==> src/hdl/fpr_pkg.sv <==
// package: register map, fields, reset values and timing for the front panel reset block
package fpr_pkg;

  // ----------------------------------------------------------------
  // clock and timing
  // ----------------------------------------------------------------
  localparam int unsigned CLK_HZ           = 40_000_000;
  localparam int unsigned SYSRST_HOLD_MS   = 200;
  localparam int unsigned SYSRST_HOLD_CYC  = (CLK_HZ / 1000) * SYSRST_HOLD_MS;
  localparam int unsigned DEBOUNCE_MS      = 5;
  localparam int unsigned DEBOUNCE_CYC     = (CLK_HZ / 1000) * DEBOUNCE_MS;
  localparam int unsigned CNT_W            = 24;

  // ----------------------------------------------------------------
  // register offsets (byte addresses)
  // ----------------------------------------------------------------
  localparam logic [7:0] OFS_CTRL     = 8'h00;
  localparam logic [7:0] OFS_STATUS   = 8'h04;
  localparam logic [7:0] OFS_MASK     = 8'h08;
  localparam logic [7:0] OFS_GPIN     = 8'h0C;
  localparam logic [7:0] OFS_DEBOUNCE = 8'h10;
  localparam logic [7:0] OFS_LOCMON   = 8'h14;

  // ----------------------------------------------------------------
  // control register fields
  // ----------------------------------------------------------------
  localparam int unsigned CTRL_ABORT_EN   = 0;
  localparam int unsigned CTRL_SYSRST_REQ = 1;
  localparam int unsigned CTRL_LOCAL_HOLD = 2;
  localparam int unsigned CTRL_LEVEL_LSB  = 4;
  localparam int unsigned LEVEL_W         = 3;

  // ----------------------------------------------------------------
  // status / mask fields
  // ----------------------------------------------------------------
  localparam int unsigned EVT_W         = 3;
  localparam int unsigned EVT_ABORT     = 0;
  localparam int unsigned EVT_SYSRST_IN = 1;
  localparam int unsigned EVT_WATCHDOG  = 2;

  // general purpose input fields
  localparam int unsigned GPIN_ABORT    = 0;
  localparam int unsigned GPIN_SYSCON   = 1;
  localparam int unsigned GPIN_SYSRST   = 2;
  localparam int unsigned GPIN_LOCALRST = 3;

  localparam int unsigned LOCMON_W = 4;

  // ----------------------------------------------------------------
  // reset values
  // ----------------------------------------------------------------
  localparam logic [7:0]     CTRL_RST    = 8'h00;
  localparam logic [EVT_W-1:0] MASK_RST  = 3'h0;
  localparam logic [CNT_W-1:0] DEB_RST   = CNT_W'(DEBOUNCE_CYC);

  // ----------------------------------------------------------------
  // types
  // ----------------------------------------------------------------
  typedef struct packed {
    logic       cyc;
    logic       stb;
    logic       we;
    logic [7:0] adr;
    logic [3:0] sel;
    logic [31:0] dat;
  } fpr_wb_req_t;

  typedef struct packed {
    logic failure;
    logic activity;
    logic slot_two;
    logic slot_one;
  } fpr_leds_t;

  typedef enum logic [1:0] {
    FPR_SR_IDLE = 2'b01,
    FPR_SR_HOLD = 2'b10
  } fpr_sysrst_state_t;

endpackage

==> src/hdl/fpr_debounce.sv <==
// debounce filter with rising edge pulse
`timescale 1ns/1ps
module fpr_debounce
  import fpr_pkg::*;
#(
  parameter int unsigned W = CNT_W
) (
  input  wire logic         clk,
  input  wire logic         rst_n,
  input  wire logic         raw,
  input  wire logic [W-1:0] limit,
  output logic              level,
  output logic              rise
);

  logic [W-1:0] cnt_reg;
  logic [W-1:0] cnt_next;
  logic         level_reg;
  logic         level_next;
  logic         rise_reg;
  wire          differs = (raw != level_reg);
  wire          settled = differs && (cnt_reg >= limit);

  assign cnt_next   = !differs ? '0 : (settled ? '0 : cnt_reg + W'(1));
  assign level_next = settled ? raw : level_reg;
  assign level      = level_reg;
  assign rise       = rise_reg;

  always_ff @(posedge clk) begin
    if (!rst_n) begin
      cnt_reg   <= '0;
      level_reg <= 1'b0;
      rise_reg  <= 1'b0;
    end else begin
      cnt_reg   <= cnt_next;
      level_reg <= level_next;
      rise_reg  <= settled && raw;
    end
  end

endmodule

==> src/hdl/fpr_top.sv <==
// front panel reset, abort and status indicator logic with a wishbone register slave
//
// Summary of operation
// - enabled abort press raises processor interrupt at software programmed level.
// - abort interrupt goes out on interrupt request line eight.
// - debounced abort state is readable as general purpose input.
// - abort interrupt is edge triggered after debouncing the pushbutton.
// - reset pushbutton resets on-board devices and processor hard reset.
// - reset pushbutton drives backplane system reset only as system controller.
// - system controller asserts system reset on button, power-up, watchdog, control bit.
// - backplane system reset is held at least 200 ms once asserted.
// - software control bit holds board in local reset while set.
// - local reset works whether or not board is system controller.
// - local reset on button, power-up, watchdog, received system reset, control bit.
// - failure indicator follows board fail one clock later, off while RSTN is low.
// - activity indicator lit while data bus busy is active.
// - slot indicators follow their PCI grants, slot two upper, slot one lower.
// - on expansion carrier both slot indicators lit throughout reset.
// - outside reset carrier indicators follow secondary bus grants.
// - non system controller waits forever on missing target; another party times out.
// - four location monitor bits broadcast a signal to other boards.
//
// The Wishbone register port and the register offsets were chosen for this implementation.
`timescale 1ns/1ps
module fpr_top
  import fpr_pkg::*;
#(
  parameter int unsigned SYSRST_HOLD = SYSRST_HOLD_CYC,
  parameter int unsigned DEB_DEFAULT = DEBOUNCE_CYC
) (
  input  wire logic        CLK_SYS,
  input  wire logic        RSTN,
  // wishbone slave
  input  wire logic        WB_CYC_I,
  input  wire logic        WB_STB_I,
  input  wire logic        WB_WE_I,
  input  wire logic [7:0]  WB_ADR_I,
  input  wire logic [3:0]  WB_SEL_I,
  input  wire logic [31:0] WB_DAT_I,
  output logic      [31:0] WB_DAT_O,
  output logic             WB_ACK_O,
  // front panel and board inputs
  input  wire logic        ABORT_PUSHBUTTON_N,
  input  wire logic        RESET_PUSHBUTTON_N,
  input  wire logic        POWER_UP_RESET_N,
  input  wire logic        WATCHDOG_TIMEOUT,
  input  wire logic        SYSTEM_CONTROLLER,
  input  wire logic        CARRIER_PRESENT,
  input  wire logic        BOARD_FAIL_N,
  input  wire logic        DATA_BUS_BUSY_N,
  input  wire logic        PCI_GNT_SLOT_TWO_N,
  input  wire logic        PCI_GNT_SLOT_ONE_N,
  input  wire logic        SEC_GNT_SLOT_TWO_N,
  input  wire logic        SEC_GNT_SLOT_ONE_N,
  // backplane system reset, open drain
  input  wire logic        SYSRESET_N_I,
  output logic             SYSRESET_N_O,
  output logic             SYSRESET_N_OE,
  // location monitor broadcast lines
  input  wire logic [3:0]  LOCMON_I,
  output logic      [3:0]  LOCMON_O,
  // resets and interrupts
  output logic             PROCESSOR_HARD_RESET_N,
  output logic             LOCAL_RESET_N,
  output logic             IRQ8_N,
  output logic      [2:0]  IRQ_LEVEL,
  output logic             INT_O,
  // indicators
  output logic             FAILURE_INDICATOR,
  output logic             ACTIVITY_INDICATOR,
  output logic             SLOT_TWO_INDICATOR,
  output logic             SLOT_ONE_INDICATOR,
  output logic             CARRIER_SLOT_TWO_INDICATOR,
  output logic             CARRIER_SLOT_ONE_INDICATOR
);

  // ----------------------------------------------------------------
  // registers
  // ----------------------------------------------------------------
  fpr_wb_req_t            req;
  fpr_sysrst_state_t      sr_state_reg;
  fpr_sysrst_state_t      sr_state_next;
  fpr_leds_t              leds_reg;
  fpr_leds_t              leds_next;
  logic [7:0]             ctrl_reg;
  logic [EVT_W-1:0]       status_reg;
  logic [EVT_W-1:0]       status_next;
  logic [EVT_W-1:0]       mask_reg;
  logic [CNT_W-1:0]       deb_reg;
  logic [LOCMON_W-1:0]    locmon_reg;
  logic [CNT_W-1:0]       hold_cnt_reg;
  logic [CNT_W-1:0]       hold_cnt_next;
  logic [31:0]            rdata_reg;
  logic                   ack_reg;
  logic                   irq8_reg;
  logic                   local_rst_reg;
  logic                   sysrst_drv_reg;
  logic                   carrier_two_reg;
  logic                   carrier_one_reg;
  logic                   abort_level;
  logic                   abort_rise;
  logic                   wd_prev_reg;
  logic                   sys_in_prev_reg;

  assign req = '{cyc: WB_CYC_I, stb: WB_STB_I, we: WB_WE_I, adr: WB_ADR_I, sel: WB_SEL_I, dat: WB_DAT_I};

  // ----------------------------------------------------------------
  // bus decode
  // ----------------------------------------------------------------
  wire access   = req.cyc && req.stb && !ack_reg;
  wire wr       = access && req.we;
  wire sel_ctrl = (req.adr == OFS_CTRL);
  wire sel_stat = (req.adr == OFS_STATUS);
  wire sel_mask = (req.adr == OFS_MASK);
  wire sel_gpin = (req.adr == OFS_GPIN);
  wire sel_deb  = (req.adr == OFS_DEBOUNCE);
  wire sel_lm   = (req.adr == OFS_LOCMON);
  wire wr_ctrl  = wr && sel_ctrl && req.sel[0];
  wire wr_stat  = wr && sel_stat && req.sel[0];
  wire wr_mask  = wr && sel_mask && req.sel[0];
  wire wr_lm    = wr && sel_lm && req.sel[0];
  wire [3:0] wr_deb = {4{wr && sel_deb}} & req.sel;

  wire [31:0] gpin_word = {28'h0000000, local_rst_reg, ~SYSRESET_N_I, SYSTEM_CONTROLLER, abort_level};
  logic [31:0] rdata_next;
  always_comb begin
    rdata_next = 32'h00000000;
    if (sel_ctrl) begin
      rdata_next = {24'h000000, ctrl_reg};
    end else if (sel_stat) begin
      rdata_next = {29'h00000000, status_reg};
    end else if (sel_mask) begin
      rdata_next = {29'h00000000, mask_reg};
    end else if (sel_gpin) begin
      rdata_next = gpin_word;
    end else if (sel_deb) begin
      rdata_next = {8'h00, deb_reg};
    end else if (sel_lm) begin
      rdata_next = {28'h0000000, LOCMON_I};
    end
  end

  // ----------------------------------------------------------------
  // abort pushbutton
  // ----------------------------------------------------------------
  fpr_debounce #(
    .W (CNT_W)
  ) u_abort_deb (
    .clk   (CLK_SYS),
    .rst_n (RSTN),
    .raw   (~ABORT_PUSHBUTTON_N),
    .limit (deb_reg),
    .level (abort_level),
    .rise  (abort_rise)
  );

  wire abort_evt  = abort_rise && ctrl_reg[CTRL_ABORT_EN];
  wire wd_evt     = WATCHDOG_TIMEOUT && !wd_prev_reg;
  wire sys_in_evt = !SYSRESET_N_I && !sys_in_prev_reg;
  wire [EVT_W-1:0] evt_vec = {wd_evt, sys_in_evt, abort_evt};
  wire [EVT_W-1:0] clr_vec = wr_stat ? req.dat[EVT_W-1:0] : '0;
  wire [EVT_W-1:0] mask_next = wr_mask ? req.dat[EVT_W-1:0] : mask_reg;

  // set wins over a simultaneous write-one clear
  assign status_next = (status_reg & ~clr_vec) | evt_vec;

  // ----------------------------------------------------------------
  // reset fan-out
  // ----------------------------------------------------------------
  wire button   = !RESET_PUSHBUTTON_N;
  wire power_up = !POWER_UP_RESET_N;
  wire sys_src  = button || power_up || WATCHDOG_TIMEOUT || ctrl_reg[CTRL_SYSRST_REQ];
  wire sys_trig = SYSTEM_CONTROLLER && sys_src;
  wire hold_done = (hold_cnt_reg >= CNT_W'(SYSRST_HOLD - 1));
  wire local_next = button || power_up || WATCHDOG_TIMEOUT || !SYSRESET_N_I
                    || ctrl_reg[CTRL_LOCAL_HOLD];

  always_comb begin
    sr_state_next = sr_state_reg;
    hold_cnt_next = hold_cnt_reg;
    case (sr_state_reg)
      FPR_SR_IDLE: begin
        hold_cnt_next = '0;
        if (sys_trig) begin
          sr_state_next = FPR_SR_HOLD;
        end
      end
      FPR_SR_HOLD: begin
        if (!hold_done) begin
          hold_cnt_next = hold_cnt_reg + CNT_W'(1);
        end else if (!sys_trig) begin
          sr_state_next = FPR_SR_IDLE;
        end
      end
      default: begin
        sr_state_next = FPR_SR_IDLE;
      end
    endcase
  end

  // ----------------------------------------------------------------
  // indicators
  // ----------------------------------------------------------------
  wire in_reset = local_next;
  assign leds_next = '{failure:  !BOARD_FAIL_N,
                       activity: !DATA_BUS_BUSY_N,
                       slot_two: !PCI_GNT_SLOT_TWO_N,
                       slot_one: !PCI_GNT_SLOT_ONE_N};

  // ----------------------------------------------------------------
  // clocked state
  // ----------------------------------------------------------------
  always_ff @(posedge CLK_SYS) begin
    if (!RSTN) begin
      ctrl_reg   <= CTRL_RST;
      mask_reg   <= MASK_RST;
      status_reg <= '0;
      locmon_reg <= '0;
      ack_reg    <= 1'b0;
      rdata_reg  <= 32'h00000000;
    end else begin
      ack_reg    <= access;
      status_reg <= status_next;
      if (access) begin
        rdata_reg <= rdata_next;
      end
      if (wr_ctrl) begin
        ctrl_reg <= req.dat[7:0];
      end
      if (wr_mask) begin
        mask_reg <= req.dat[EVT_W-1:0];
      end
      if (wr_lm) begin
        locmon_reg <= req.dat[LOCMON_W-1:0];
      end
    end
  end

  always_ff @(posedge CLK_SYS) begin
    if (!RSTN) begin
      deb_reg <= DEB_RST;
    end else begin
      if (wr_deb[0]) deb_reg[7:0]   <= req.dat[7:0];
      if (wr_deb[1]) deb_reg[15:8]  <= req.dat[15:8];
      if (wr_deb[2]) deb_reg[23:16] <= req.dat[23:16];
    end
  end

  always_ff @(posedge CLK_SYS) begin
    if (!RSTN) begin
      sr_state_reg    <= FPR_SR_IDLE;
      hold_cnt_reg    <= '0;
      sysrst_drv_reg  <= 1'b0;
      local_rst_reg   <= 1'b1;
      irq8_reg        <= 1'b0;
      wd_prev_reg     <= 1'b0;
      sys_in_prev_reg <= 1'b0;
      leds_reg        <= '0;
      carrier_two_reg <= 1'b1;
      carrier_one_reg <= 1'b1;
    end else begin
      sr_state_reg    <= sr_state_next;
      hold_cnt_reg    <= hold_cnt_next;
      sysrst_drv_reg  <= (sr_state_next == FPR_SR_HOLD);
      local_rst_reg   <= local_next;
      irq8_reg        <= |(status_next & mask_next & 3'h1);
      wd_prev_reg     <= WATCHDOG_TIMEOUT;
      sys_in_prev_reg <= !SYSRESET_N_I;
      leds_reg        <= leds_next;
      carrier_two_reg <= in_reset || !SEC_GNT_SLOT_TWO_N;
      carrier_one_reg <= in_reset || !SEC_GNT_SLOT_ONE_N;
    end
  end

  // ----------------------------------------------------------------
  // outputs
  // ----------------------------------------------------------------
  assign WB_ACK_O      = ack_reg;
  assign WB_DAT_O      = rdata_reg;
  assign SYSRESET_N_O  = 1'b0;
  assign SYSRESET_N_OE = sysrst_drv_reg;
  assign LOCMON_O      = locmon_reg;
  assign PROCESSOR_HARD_RESET_N = !local_rst_reg;
  assign LOCAL_RESET_N = !local_rst_reg;
  assign IRQ8_N        = !irq8_reg;
  assign IRQ_LEVEL     = ctrl_reg[CTRL_LEVEL_LSB +: LEVEL_W];
  assign INT_O         = |(status_reg & mask_reg);
  assign FAILURE_INDICATOR  = leds_reg.failure;
  assign ACTIVITY_INDICATOR = leds_reg.activity;
  assign SLOT_TWO_INDICATOR = leds_reg.slot_two;
  assign SLOT_ONE_INDICATOR = leds_reg.slot_one;
  assign CARRIER_SLOT_TWO_INDICATOR = carrier_two_reg;
  assign CARRIER_SLOT_ONE_INDICATOR = carrier_one_reg;

endmodule

==> config.mk <==
export PLATFORM = sky130hd
export DESIGN_NAME = fpr_top
export DESIGN_NICKNAME = d
export VERILOG_FILES = /design/src/hdl/fpr_pkg.sv /design/src/hdl/fpr_debounce.sv /design/src/hdl/fpr_top.sv
export SDC_FILE = /design/constraint.sdc
export NUM_CORES = 1
export LEC_CHECK = 0
export CORE_MARGIN = 8
export CORE_UTILIZATION = 65
export CTS_BUF_LIST = sky130_fd_sc_hd__clkbuf_8 sky130_fd_sc_hd__clkbuf_16
export DETAILED_ROUTE_END_ITERATION = 8
export DONT_BUFFER_PORTS = 1
export PLACE_DENSITY_LB_ADDON = 0.08
export REMOVE_ABC_BUFFERS = 1
export SLEW_MARGIN = 20
export SYNTH_ARGS = -nofsm -noshare
export SYNTH_HDL_FRONTEND = slang
export SYNTH_HIERARCHICAL = 1
export SYNTH_SLANG_ARGS = --single-unit
==> constraint.sdc <==
create_clock -name CLK_SYS -period 3.8 [get_ports CLK_SYS]
set_input_delay 0.19 -clock CLK_SYS [delete_from_list [all_inputs] [get_ports CLK_SYS]]
set_output_delay 0.19 -clock CLK_SYS [all_outputs]
set_load 0.05 [all_outputs]
Word-level counts from Yosys, hierarchy flattened:

Index checks and enable logic that the tools add are counted.

* logic and storage cells: 107
* register bits: 138
* output and inout port bits: 52
* input port bits: 66

* reduce and logical (&&, ||, !) cells: 44
* bitwise gates (word level): 10
* $add $sub $neg: 2
* $lt $le $gt $ge: 2
* mux-type cells: 14
* equality and inequality tests: 10

Operators by type and width (count)
* 24-bit 2-to-1 mux: 5
* 24-bit by 1-bit adder with 24-bit output, second input constant: 2
* 24-bit case mux with 2 select lines: 1
* 32-bit 2-to-1 mux: 1
* 24-bit by 23-bit greater-or-equal comparator with 1-bit output, second input constant: 1
* 24-bit greater-or-equal comparator: 1
* 1-bit logical AND: 18
* 8-bit by 4-bit == test with 1-bit output, second input constant: 2
* 8-bit by 5-bit == test with 1-bit output, second input constant: 2
* 1-bit zero test: 14
* 3-bit AND: 3
* 8-bit by 3-bit == test with 1-bit output, second input constant: 1
* 8-bit zero test: 1
* 1-bit logical OR: 7
* 2-bit 2-to-1 mux: 3
* 3-bit 2-to-1 mux: 2
* 3-bit OR reduction: 2
* 2-bit == test, second input constant: 2
* 4-bit 2-to-1 mux: 1
* 1-bit inverter: 4
* 2-bit case mux with 2 select lines: 1
* 3-bit inverter: 1
* 3-bit OR: 1
* 2-bit by 1-bit == test with 1-bit output, second input constant: 1
* 5 further kinds: 5

Longest topological paths before layout:

Gate-level depths: netlist (run 1).

* depth in word-level cells: 10
* gate-level depth with buffers: 9
* gate-level depth less buffers: 7

Hierarchy:

Netlist (run 1), hierarchy kept.

Modules (own cells, without submodules)
* fpr_top: area each 4873.4 sq um, times used 1, sequential area each 2082.0 sq um, cells each 524
* fpr_debounce: area each 1794.2 sq um, times used 1, sequential area each 520.5 sq um, cells each 209

Worst setup path after synthesis (run 1):

No wires, ideal clock.

* path type: register to register
* start point: reg deb_reg[15]
* end point: reg u_abort_deb.cnt_reg[10]
* cell stages (with the launch flop): 9
* path slack: 1.573 ns
* buffers on the path: 1
* required time: 3.680 ns
* arrival: 2.107 ns
* clock period less this slack: 2.227 ns
* library setup time: 0.120 ns
* path through: dfxtp_1 > inv_1 > ha_1 > nand4_1 > or4_1 > o32a_2 > a21oi_4 > buf_6 > nor3_1

* longest elaborated chain between the ends: 3

RTL lines
* start: declaration: line fpr_top.sv:89 `logic [CNT_W-1:0] deb_reg;`
* start signal: assignment: line fpr_top.sv:244 `if (wr_deb[1]) deb_reg[15:8] <= req.dat[15:8];`
* 24-bit greater-or-equal comparator: line fpr_debounce.sv:22 `wire settled = differs && (cnt_reg >= limit);`
* 1-bit logical AND: line fpr_debounce.sv:22
* 3-bit OR reduction (no source line)
* end signal: assignment: line fpr_debounce.sv:35 `cnt_reg <= cnt_next;`
* end: declaration: line fpr_debounce.sv:16 `logic [W-1:0] cnt_reg;`

No other way between the ends.
A chain may end at the register's enable or synchronous reset.

Worst setup path after layout (run 1):

* start point: reg ack_reg, in the netlist WB_ACK_O
* end point: reg deb_reg[17]

* longest elaborated chain between the ends: 5

RTL lines
* start: declaration: line fpr_top.sv:94 `logic ack_reg;`
* start signal: assignment: line fpr_top.sv:222 `ack_reg <= access;`
* 1-bit zero test: line fpr_top.sv:110 `wire access = req.cyc && req.stb && !ack_reg;`
* 1-bit logical AND: line fpr_top.sv:110
* 1-bit logical AND: line fpr_top.sv:111 `wire wr = access && req.we;`
* 1-bit logical AND: line fpr_top.sv:122 `wire [3:0] wr_deb = {4{wr && sel_deb}} & req.sel;`
* 3-bit AND: line fpr_top.sv:122
* end signal: assignment: line fpr_top.sv:245 `if (wr_deb[2]) deb_reg[23:16] <= req.dat[23:16];`

No other way between the ends.

==> flow_summary.json, run 1 <==
{
  "floorplan.rows": 37,
  "grt_pass1_vias": 5715,
  "grt_overflow": 0,
  "critPathMostFrequentCell": "dlygate4sd3_1",
  "io_buffers": 0,
  "p_leak_nw": 2.98,
  "synthTopCellsByArea": "dfxtp_1 (39%), mux2i_1 (5.6%), ha_1 (5.3%), nor2b_1 (4.4%), nand2_1 (3.9%)",
  "antenna_found_initial": 0,
  "vdd_drop_max_mv": 0.246,
  "ys_seq_area_share_pct": 39.0,
  "hp-class": "input port to register",
  "slew_headroom_pct": 32.5,
  "rrSetupSlack_ns": 0.43,
  "max_stage_delay_ns": 0.63,
  "synthArstFlopShare_pct": 0,
  "ys_seq_elements": 130,
  "hpwl_microns": 11000,
  "drive_gt1_share_pct": 10.2,
  "timing.rr.end": "deb_reg[17]",
  "whs_path_depth": 3,
  "grt_usage_pct": 25.6,
  "avgViaCountPerCell": 6.04,
  "core_area_sq_um": 10100,
  "status": "finished clean",
  "gp_congestion": 0.883,
  "cts.path.max_buffers": 2,
  "wl_per_cell_microns": 18.6,
  "holdWs_ns": 0.0278,
  "vias": 5558,
  "synth-edff-count": 0,
  "initial_core_util_pct": 65.8,
  "ys_types": 71,
  "clk_pin_slew_ns": 0.06,
  "cap_violations": 0,
  "yosys.area.top_type": "dfxtp_1",
  "final_nets": 865,
  "clock.fmax_mhz": 297,
  "rsz0062_at_grt": "no",
  "post_cts_buffers": 0,
  "synth_commonest_cells": "dfxtp_1 (130), nand2_1 (70), nor2b_1 (47), mux2i_1 (37), inv_1 (34)",
  "syn_inst": 733,
  "synth_most_common_cell": "dfxtp_1",
  "synth_area_sq_um": 6670,
  "clkLatencyLatePin_ns": 0.52,
  "period_minus_slack_ns": 3.37,
  "ctsHoldBuffers": 55,
  "crit_chain": "nand3b_1, nor4_4, nand4_4, mux2i_1, dlygate4sd3_1, nand2_1, dlygate4sd3_1",
  "fin_skew_ns": 0.00763,
  "grt_max_degree": 80,
  "setup_slack_ns": 0.433,
  "cp.arrival_ns": 3.77,
  "n_antenna_cell": 0,
  "area_delta_synth_final_pct": 16.8,
  "cpMaxStageDelayCell": "nor4_4",
  "hold_viol_final": 0,
  "setup_viol": 0,
  "htree_levels": 4,
  "min_to": "WB_DAT_O[4]",
  "die_y_microns": 117,
  "hp-start": "WB_ADR_I[4]",
  "timing.final.crit_share_pct": 88.6,
  "p_total_w": 0.00342,
  "cts_root_buffer": "clkbuf_8",
  "cp-start-kind": "register",
  "preCtsSetupSlack_ns": 1.06,
  "numCtsBuffers": 17,
  "fin_util_pct": 76.8,
  "synth_top_area_share_pct": 39.0,
  "die_width_microns": 117,
  "synth_warnings": 6,
  "cts.sinks": 130,
  "worstSetupEndpointType": "register",
  "tns_ns": 0,
  "first_pass_iters": 5,
  "drcViolationCount": 0,
  "boundaryPins": 118,
  "p_per_area_nw_per_um2": 439,
  "detail-route-antenna-nets": 0,
  "dieArea_sq_um": 13800,
  "ys.flop_type": "dfxtp_1",
  "worstMarginPinSlew_ns": 1.01,
  "post_cts_resize_count": 0,
  "timing.rr.start": "WB_ACK_O",
  "drt_iter0_drc": 382,
  "worst-path-max-fanout": 8,
  "synth.avg_cell_area_sq_um": 9.10,
  "cp_data_required_time_ns": 4.20,
  "worstRegToRegCells": 7,
  "routed_wl_microns": 17100,
  "maxSlewViolCount": 0,
  "grt_pass1_wl_microns": 27800,
  "crit_type": "register to register",
  "cts_tree": "done"
}
-- per-stage QoR --
step,cells,area (sq um)
2_1_floorplan,695,6420
3_3_place_gp,833,6600
3_5_place_dp,833,6600
4_1_cts,920,7780
5_1_grt,920,7780
6_report,920,7780
-- routing by layer --
layer / GRT usage (%) / vias to the layer above / share of wire (%)
met5: 0 / - / 0
met4: 12.0 / 0 / 2.6
met3: 8.98 / 35 / 9.9
met2: 43.1 / 206 / 47
met1: 28.4 / 2651 / 40
li1: - / 2666 / -
-- kinds of logic after synthesis --
group / Yosys count / synth area share (%)
simple gates: 310 / 27.0
flops: 130 / 39.0
compound gates: 117 / 12.8
buf+inv: 80 / 6.10
mux: 43 / 6.57
fa+ha+maj: 28 / 5.25
xor+xnor: 24 / 3.15
other cells: 1 / 0.0562
-- worst max-delay path by stage --
| stage | start | to | slack [ns] | cells after the start |
|---|---|---|---|---|
| 6_report | WB_ACK_O | deb_reg[17] | 0.43 | 7 |
| 5_1_grt | WB_ACK_O | deb_reg[17] | 0.27 | 7 |
| 4_1_cts | WB_ACK_O | deb_reg[17] | 0.54 | 7 |
| 3_5_place_dp | deb_reg[14] | u_abort_deb/cnt_reg[22] | 1.06 | 7 |
| 3_3_place_gp | deb_reg[14] | u_abort_deb/cnt_reg[22] | 1.15 | 7 |
| 2_1_floorplan | WB_ACK_O | WB_DAT_O[10] | 0.91 | 5 |
-- area by class of cell --
cell class | instances | area [sq um]
clock buffer | 18 | 428
inverter | 34 | 128
timing repair buffer | 57 | 583
clock inverter | 14 | 185
tap | 136 | 170
multi-input combinational | 531 | 3690
fill | 732 | 2350
sequential | 130 | 2600
-- where the power goes --
part / internal [W] / switching [W] / leakage, nW / total [W]
Combinational: 0.000112 / 0.000189 / 1.63 / 0.000301
Clock: 0.00108 / 0.000604 / 0.297 / 0.00168
Sequential: 0.00139 / 0.0000468 / 1.05 / 0.00143
-- layout by cell type, fill, tap and decap left out, types with 5 or more instances in the layout --
| cell type | n |
|---|---|
| nor2b_2 | 10 |
| o21ai_0 | 14 |
| dfxtp_1 | 130 |
| clkinv_2 | 5 |
| mux2_2 | 6 |
| conb_1 | 9 |
| ha_1 | 28 |
| or3_1 | 6 |
| mux2i_1 | 37 |
| nand2b_1 | 8 |
| nor2_1 | 28 |
| nand2_1 | 70 |
| and2_1 | 8 |
| xnor2_1 | 13 |
| nand3_1 | 27 |
| xor2_1 | 11 |
| inv_1 | 34 |
| o31ai_1 | 10 |
| clkbuf_16 | 16 |
| a21boi_1 | 8 |
| a22oi_2 | 10 |
| and3_1 | 12 |
| a22oi_1 | 11 |
| nand4_1 | 19 |
| a21oi_1 | 28 |
| a31oi_1 | 5 |
| nor2b_1 | 47 |
| nor3_1 | 30 |
| or4_1 | 14 |
| dlygate4sd3_1 | 54 |
-- worst max-delay path, delay by kind of cell (launching register included) --
| kind | cells | cell delay (ns) |
|---|---|---|
| mux | 1 | 0.25 |
| flops | 1 | 0.48 |
| simple gates | 4 | 1.37 |
| buf+inv | 2 | 1.16 |
(Power assumes the default switching activity.)
==> run 2: changes to the inputs <==
--- a/config.mk
+++ b/config.mk
@@ -6,7 +6,7 @@
 export NUM_CORES = 1
 export LEC_CHECK = 0
 export CORE_MARGIN = 8
-export CORE_UTILIZATION = 65
+export CORE_UTILIZATION = 35
 export CTS_BUF_LIST = sky130_fd_sc_hd__clkbuf_8 sky130_fd_sc_hd__clkbuf_16
 export DETAILED_ROUTE_END_ITERATION = 8
 export DONT_BUFFER_PORTS = 1
@@ -15,5 +15,4 @@
 export SLEW_MARGIN = 20
 export SYNTH_ARGS = -nofsm -noshare
 export SYNTH_HDL_FRONTEND = slang
-export SYNTH_HIERARCHICAL = 1
 export SYNTH_SLANG_ARGS = --single-unit
==> flow_summary.json, run 2 <==
{
  "status": "finished clean",
  "p_per_area_nw_per_um2": 462,
  "die_y_microns": 148,
  "synth_area_sq_um": 6050,
  "drt_iter0_drc": 178,
  "avgViaCountPerCell": 5.11,
  "final_nets": 822,
  "rsz0062_at_grt": "no",
  "synth_top_area_share_pct": 43.0,
  "yosys.area.top_type": "dfxtp_1",
  "met1_usage_pct": 18.7,
  "crit_type": "register to register",
  "initial_core_util_pct": 35.4,
  "cts.sinks": 130,
  "io_buffers": 0,
  "vias": 4936,
  "fin_skew_ns": 0.00780,
  "cts_root_buffer": "clkbuf_16",
  "vdd_drop_max_mv": 0.334,
  "use_met3_pct": 4.65,
  "holdWs_ns": 0.0335,
  "final_common_cell": "dfxtp_1",
  "ys_seq_area_share_pct": 43.0,
  "maxSlewViolCount": 0,
  "clock.fmax_mhz": 336,
  "hpwl_microns": 11500,
  "grt_overflow": 0,
  "core_area_sq_um": 17100,
  "synth_warnings": 0,
  "timing.final.crit_share_pct": 78.3,
  "grt_usage_pct": 15.2,
  "syn_inst": 696,
  "p_leak_nw": 2.56,
  "ys_seq_elements": 130,
  "worst-path-max-fanout": 11,
  "numCtsBuffers": 17,
  "boundaryPins": 118,
  "routed_wl_microns": 16200,
  "setup_viol": 0,
  "tns_ns": 0,
  "grt_pass1_vias": 4947,
  "cts_tree": "done",
  "area_delta_synth_final_pct": 18.1,
  "post_cts_resize_count": 0,
  "cp.arrival_ns": 3.34,
  "grt_max_degree": 60,
  "die_width_microns": 148,
  "wl_per_cell_microns": 16.8,
  "ys.flop_type": "dfxtp_1",
  "first_pass_iters": 4,
  "placed_area_sq_um": 6200,
  "grt_use_met2_pct": 24.3,
  "synth_commonest_cells": "dfxtp_1 (130), nor2_1 (89), nand2_1 (70), a21oi_1 (39), inv_1 (39)",
  "htree_levels": 4,
  "dieArea_sq_um": 21800,
  "grt_pass1_wl_microns": 26300,
  "synthTopCellsByArea": "dfxtp_1 (43%), ha_1 (5.8%), nor2_1 (5.5%), nand2_1 (4.3%), mux2i_1 (3.8%)",
  "drive_gt1_share_pct": 6.88,
  "synth-edff-count": 0,
  "grt.busiest_layer": "met2",
  "fillers": 1698,
  "clk_pin_slew_ns": 0.06,
  "drcViolationCount": 0,
  "cts.path.max_buffers": 2,
  "synth_most_common_cell": "dfxtp_1",
  "n_antenna_cell": 0,
  "hold_viol_final": 0,
  "clkLatencyLatePin_ns": 0.42,
  "worstSetupEndpointType": "register",
  "antenna_found_initial": 0,
  "floorplan.rows": 48,
  "preCtsSetupSlack_ns": 1.12,
  "cp-start-kind": "register",
  "hp-class": "input port to register",
  "gp_congestion": 0.803,
  "cap_violations": 0,
  "detail-route-antenna-nets": 0,
  "worstMarginPinSlew_ns": 0.993,
  "synth.avg_cell_area_sq_um": 8.70,
  "layout_common_cells": "dfxtp_1 (130), nor2_1 (89), nand2_1 (70)",
  "slew_headroom_pct": 33.6,
  "setup_slack_ns": 0.823,
  "period_minus_slack_ns": 2.98,
  "fin_area_sq_um": 7150,
  "cp_data_required_time_ns": 4.16,
  "synthArstFlopShare_pct": 0,
  "ys_types": 62,
  "post_cts_buffers": 0
}
## run 2: power by group
| group | internal (W) | leakage (nW) | switching, W | total (W) |
|---|---|---|---|---|
| registers | 0.00139 | 1.05 | 0.0000554 | 0.00144 |
| logic | 0.0000880 | 1.23 | 0.000191 | 0.000279 |
| clock network | 0.000916 | 0.280 | 0.000668 | 0.00158 |
| total | 0.00239 | 2.56 | 0.000914 | 0.00331 |
## run 2: kinds of logic (layout without fill, tap and decap cells)
group / after synthesis / count (layout) / share of synthesized area [%]
simple gates: 290 / 290 / 24.0
flops: 130 / 130 / 43.0
compound gates: 120 / 120 / 13.4
buf+inv: 74 / 111 / 5.60
xor+xnor: 30 / 30 / 4.34
fa+ha+maj: 28 / 28 / 5.79
mux: 23 / 23 / 3.80
other cells: 1 / 9 / 0.0619
## run 2: layout make-up
type                            count  area, sq um  share of cell area (%)
Inverter                           39          146                    2.05
Tap cell                          225          282                    3.94
Multi-Input combinational cell    500         3140                    44.0
Clock buffer                       17          425                    5.95
Sequential cell                   130         2600                    36.4
Timing Repair Buffer               40          403                    5.64
Clock inverter                     15          148                    2.07
## run 2: critical path, cell delays in order (launching register included)
cell,delay [ns]
dfxtp_1,0.48
and3b_1,0.62
nand3_1,0.43
nor2_2,0.60
nand2_1,0.11
o211ai_1,0.10
dlygate4sd3_1,0.56
## run 2: repair_timing
item	in CTS	in global routing
setup endpoints to repair	0	0
hold buffers	37	0
hold endpoints to repair	75	0
## run 2: metrics by stage
stage                     util [%]  power (W)  instances
after CTS                     41.8    0.00336        966
after global placement        36.2    0.00171        897
after global routing          41.8    0.00346        966
final                         41.8    0.00331        966
after detailed placement      36.2    0.00172        897
after floorplan                  -    0.00165        669
## run 2: final timing paths
| kind | start | end | slack [ns] | depth (start not counted) |
|---|---|---|---|---|
| worst max-delay path | WB_ACK_O | deb_reg[6] | 0.82 | 6 |
| worst min register to register | u_abort_deb.cnt_reg[0] | u_abort_deb.cnt_reg[0] | 0.46 | 1 |
| worst min-delay path | WATCHDOG_TIMEOUT | status_reg[2] | 0.03 | 3 |
| worst max register to register | WB_ACK_O | deb_reg[6] | 0.82 | 6 |
## run 2: metal layers
layer | vias to the layer above | routed length (microns)
met5 | - | 0
met4 | 0 | 300
met3 | 21 | 866
met2 | 101 | 7450
met1 | 2315 | 7610
li1 | 2499 | -
==> run 3: changes to the inputs <==
--- a/config.mk
+++ b/config.mk
@@ -5,6 +5,7 @@
 export SDC_FILE = /design/constraint.sdc
 export NUM_CORES = 1
 export LEC_CHECK = 0
+export ABC_AREA = 1
 export CORE_MARGIN = 8
 export CORE_UTILIZATION = 35
 export CTS_BUF_LIST = sky130_fd_sc_hd__clkbuf_8 sky130_fd_sc_hd__clkbuf_16
==> constraint.sdc (replaced) <==
create_clock -name CLK_SYS -period 3.1 [get_ports CLK_SYS]
set_input_delay 0.155 -clock CLK_SYS [delete_from_list [all_inputs] [get_ports CLK_SYS]]
set_output_delay 0.155 -clock CLK_SYS [all_outputs]
set_load 0.05 [all_outputs]
==> flow_summary.json, run 3 <==
{
  "synth_warnings": 0,
  "post_cts_buffers": 0,
  "fillers": 1957,
  "met1_usage_pct": 20.4,
  "avgViaCountPerCell": 4.75,
  "p_leak_nw": 3.17,
  "die_width_microns": 154,
  "cts.path.max_buffers": 2,
  "drive_gt1_share_pct": 6.62,
  "synthTopCellsByArea": "dfxtp_1 (39%), nand2_1 (12%), nor2_1 (7.2%), a21oi_1 (6.7%), inv_1 (6.1%)",
  "initial_core_util_pct": 35.7,
  "drt_iter0_drc": 321,
  "antenna_found_initial": 1,
  "use_met3_pct": 3.46,
  "synth_top_family_by_area": "simple AND/OR/NAND/NOR gates",
  "grt_pass1_vias": 5797,
  "tns_ns": 0,
  "timing.final.crit_share_pct": 82.6,
  "htree_levels": 4,
  "synthXorXnorAreaFrac_pct": 3.14,
  "grt_overflow": 0,
  "ys_seq_area_share_pct": 38.9,
  "cp.arrival_ns": 2.86,
  "worst-path-max-fanout": 12,
  "status": "finished clean",
  "routed_wl_microns": 18700,
  "synth_commonest_cells": "nand2_1 (209), dfxtp_1 (130), nor2_1 (129), inv_1 (108), a21oi_1 (89)",
  "synthAdderAreaFrac_pct": 5.24,
  "clock.fmax_mhz": 390,
  "wl_per_cell_microns": 15.2,
  "io_buffers": 0,
  "cts_tree": "done",
  "synth.avg_cell_area_sq_um": 7.04,
  "synthArstFlopShare_pct": 0,
  "hold_viol_final": 0,
  "synth_top_area_share_pct": 38.9,
  "area_delta_synth_final_pct": 17.8,
  "numCtsBuffers": 17,
  "synth-edff-count": 0,
  "slew_headroom_pct": 44.2,
  "gp_congestion": 0.789,
  "synth_most_common_cell": "nand2_1",
  "ys_seq_elements": 130,
  "grt_pass1_wl_microns": 30600,
  "yosys.area.top_type": "dfxtp_1",
  "drcViolationCount": 0,
  "cts_root_buffer": "clkbuf_16",
  "setup_slack_ns": 0.538,
  "dpl.cell_count": 1159,
  "grt_use_met2_pct": 27.3,
  "grt.busiest_layer": "met2",
  "maxSlewViolCount": 0,
  "fin_area_sq_um": 7870,
  "ctsHoldBuffers": 40,
  "cp-start-kind": "register",
  "final_nets": 1078,
  "preCtsSetupSlack_ns": 0.933,
  "synth.area.mux_share_pct": 0,
  "hpwl_microns": 13400,
  "setup_viol": 0,
  "fin_skew_ns": 0.00970,
  "worstSetupEndpointType": "register",
  "syn_inst": 949,
  "core_area_sq_um": 18700,
  "synth_compound_area_share_pct": 12.2,
  "p_per_area_nw_per_um2": 560,
  "final_common_cell": "nand2_1",
  "cts.sinks": 130,
  "post_cts_resize_count": 0,
  "detail-route-antenna-nets": 0,
  "ys.flop_type": "dfxtp_1",
  "dieArea_sq_um": 23800,
  "vias": 5846,
  "crit_type": "register to register",
  "cap_violations": 0,
  "grt_usage_pct": 16.2,
  "clkLatencyLatePin_ns": 0.41,
  "holdWs_ns": 0.0255,
  "boundaryPins": 118,
  "first_pass_iters": 7,
  "grt_max_degree": 52,
  "n_antenna_cell": 0,
  "layout_common_cells": "nand2_1 (209), dfxtp_1 (130), nor2_1 (129)",
  "final_cells": 1231,
  "ys_types": 43,
  "period_minus_slack_ns": 2.56,
  "vdd_drop_max_mv": 0.319,
  "rsz0062_at_grt": "no",
  "hp-class": "input port to register",
  "synth-simple-area-share_pct": 30.2,
  "worstMarginPinSlew_ns": 0.836,
  "cp_data_required_time_ns": 3.40,
  "placed_area_sq_um": 6800,
  "floorplan.rows": 50,
  "clk_pin_slew_ns": 0.06,
  "die_y_microns": 154,
  "synth_area_sq_um": 6680
}
run 3: cell types whose count changed after synthesis, moves of 30 or more:
cell and change:
a21oi_1 +50, o21ai_0 +30, nor2_1 +40, nand2_1 +139
nand3_1 +40, inv_1 +69
run 3: worst paths after layout:
check	from	to	slack, ns	cells past startpoint
max reg2reg	WB_ACK_O	deb_reg[10]	0.54	7
min	WB_DAT_I[0]	status_reg[0]	0.03	3
max	WB_ACK_O	deb_reg[10]	0.54	7
min reg2reg	wd_prev_reg	status_reg[2]	0.43	1
run 3: cells by family (layout without fill, tap and decap cells):
family,after synthesis,after routing
flops,130,130
buf+inv,152,192
fa+ha+maj,28,28
other cells,1,9
compound gates,153,153
simple gates,461,461
xor+xnor,24,24
run 3: layout make-up:
cell class / count / area [sq um] / share of cell area, %
Clock buffer: 23 / 508 / 6.45
Tap cell: 234 / 293 / 3.72
Clock inverter: 9 / 150 / 1.91
Inverter: 112 / 420 / 5.34
Multi-Input combinational cell: 675 / 3430 / 43.5
Sequential cell: 130 / 2600 / 33.1
Timing Repair Buffer: 48 / 470 / 5.98
run 3: power breakdown:
part           leakage, nW  total [W]  switching [W]  internal (W)
logic                 1.79   0.000445       0.000324      0.000121
clock network        0.327    0.00220       0.000731       0.00147
registers             1.05    0.00176      0.0000587       0.00170
run 3: critical path, cell delays in order (launching register included):
cell and delay, ns:
dfxtp_1 0.50, nor2_4 0.44, nand2_1 0.10, inv_1 0.13, nand3_1 0.35, inv_1 0.27
o211ai_1 0.10, dlygate4sd3_1 0.56
run 3: routing by layer:
layer,vias up,wire (microns)
li1,3132,-
met1,2618,8600
met2,86,9210
met3,8,798
met4,2,97
met5,-,13
run 3: through the flow:
step / power, W / utilization (%)
floorplan: 0.00205 / -
finish: 0.00441 / 42.1
global route: 0.00460 / 42.1
global placement: 0.00219 / 36.4
detailed placement: 0.00219 / 36.4
CTS: 0.00448 / 42.1
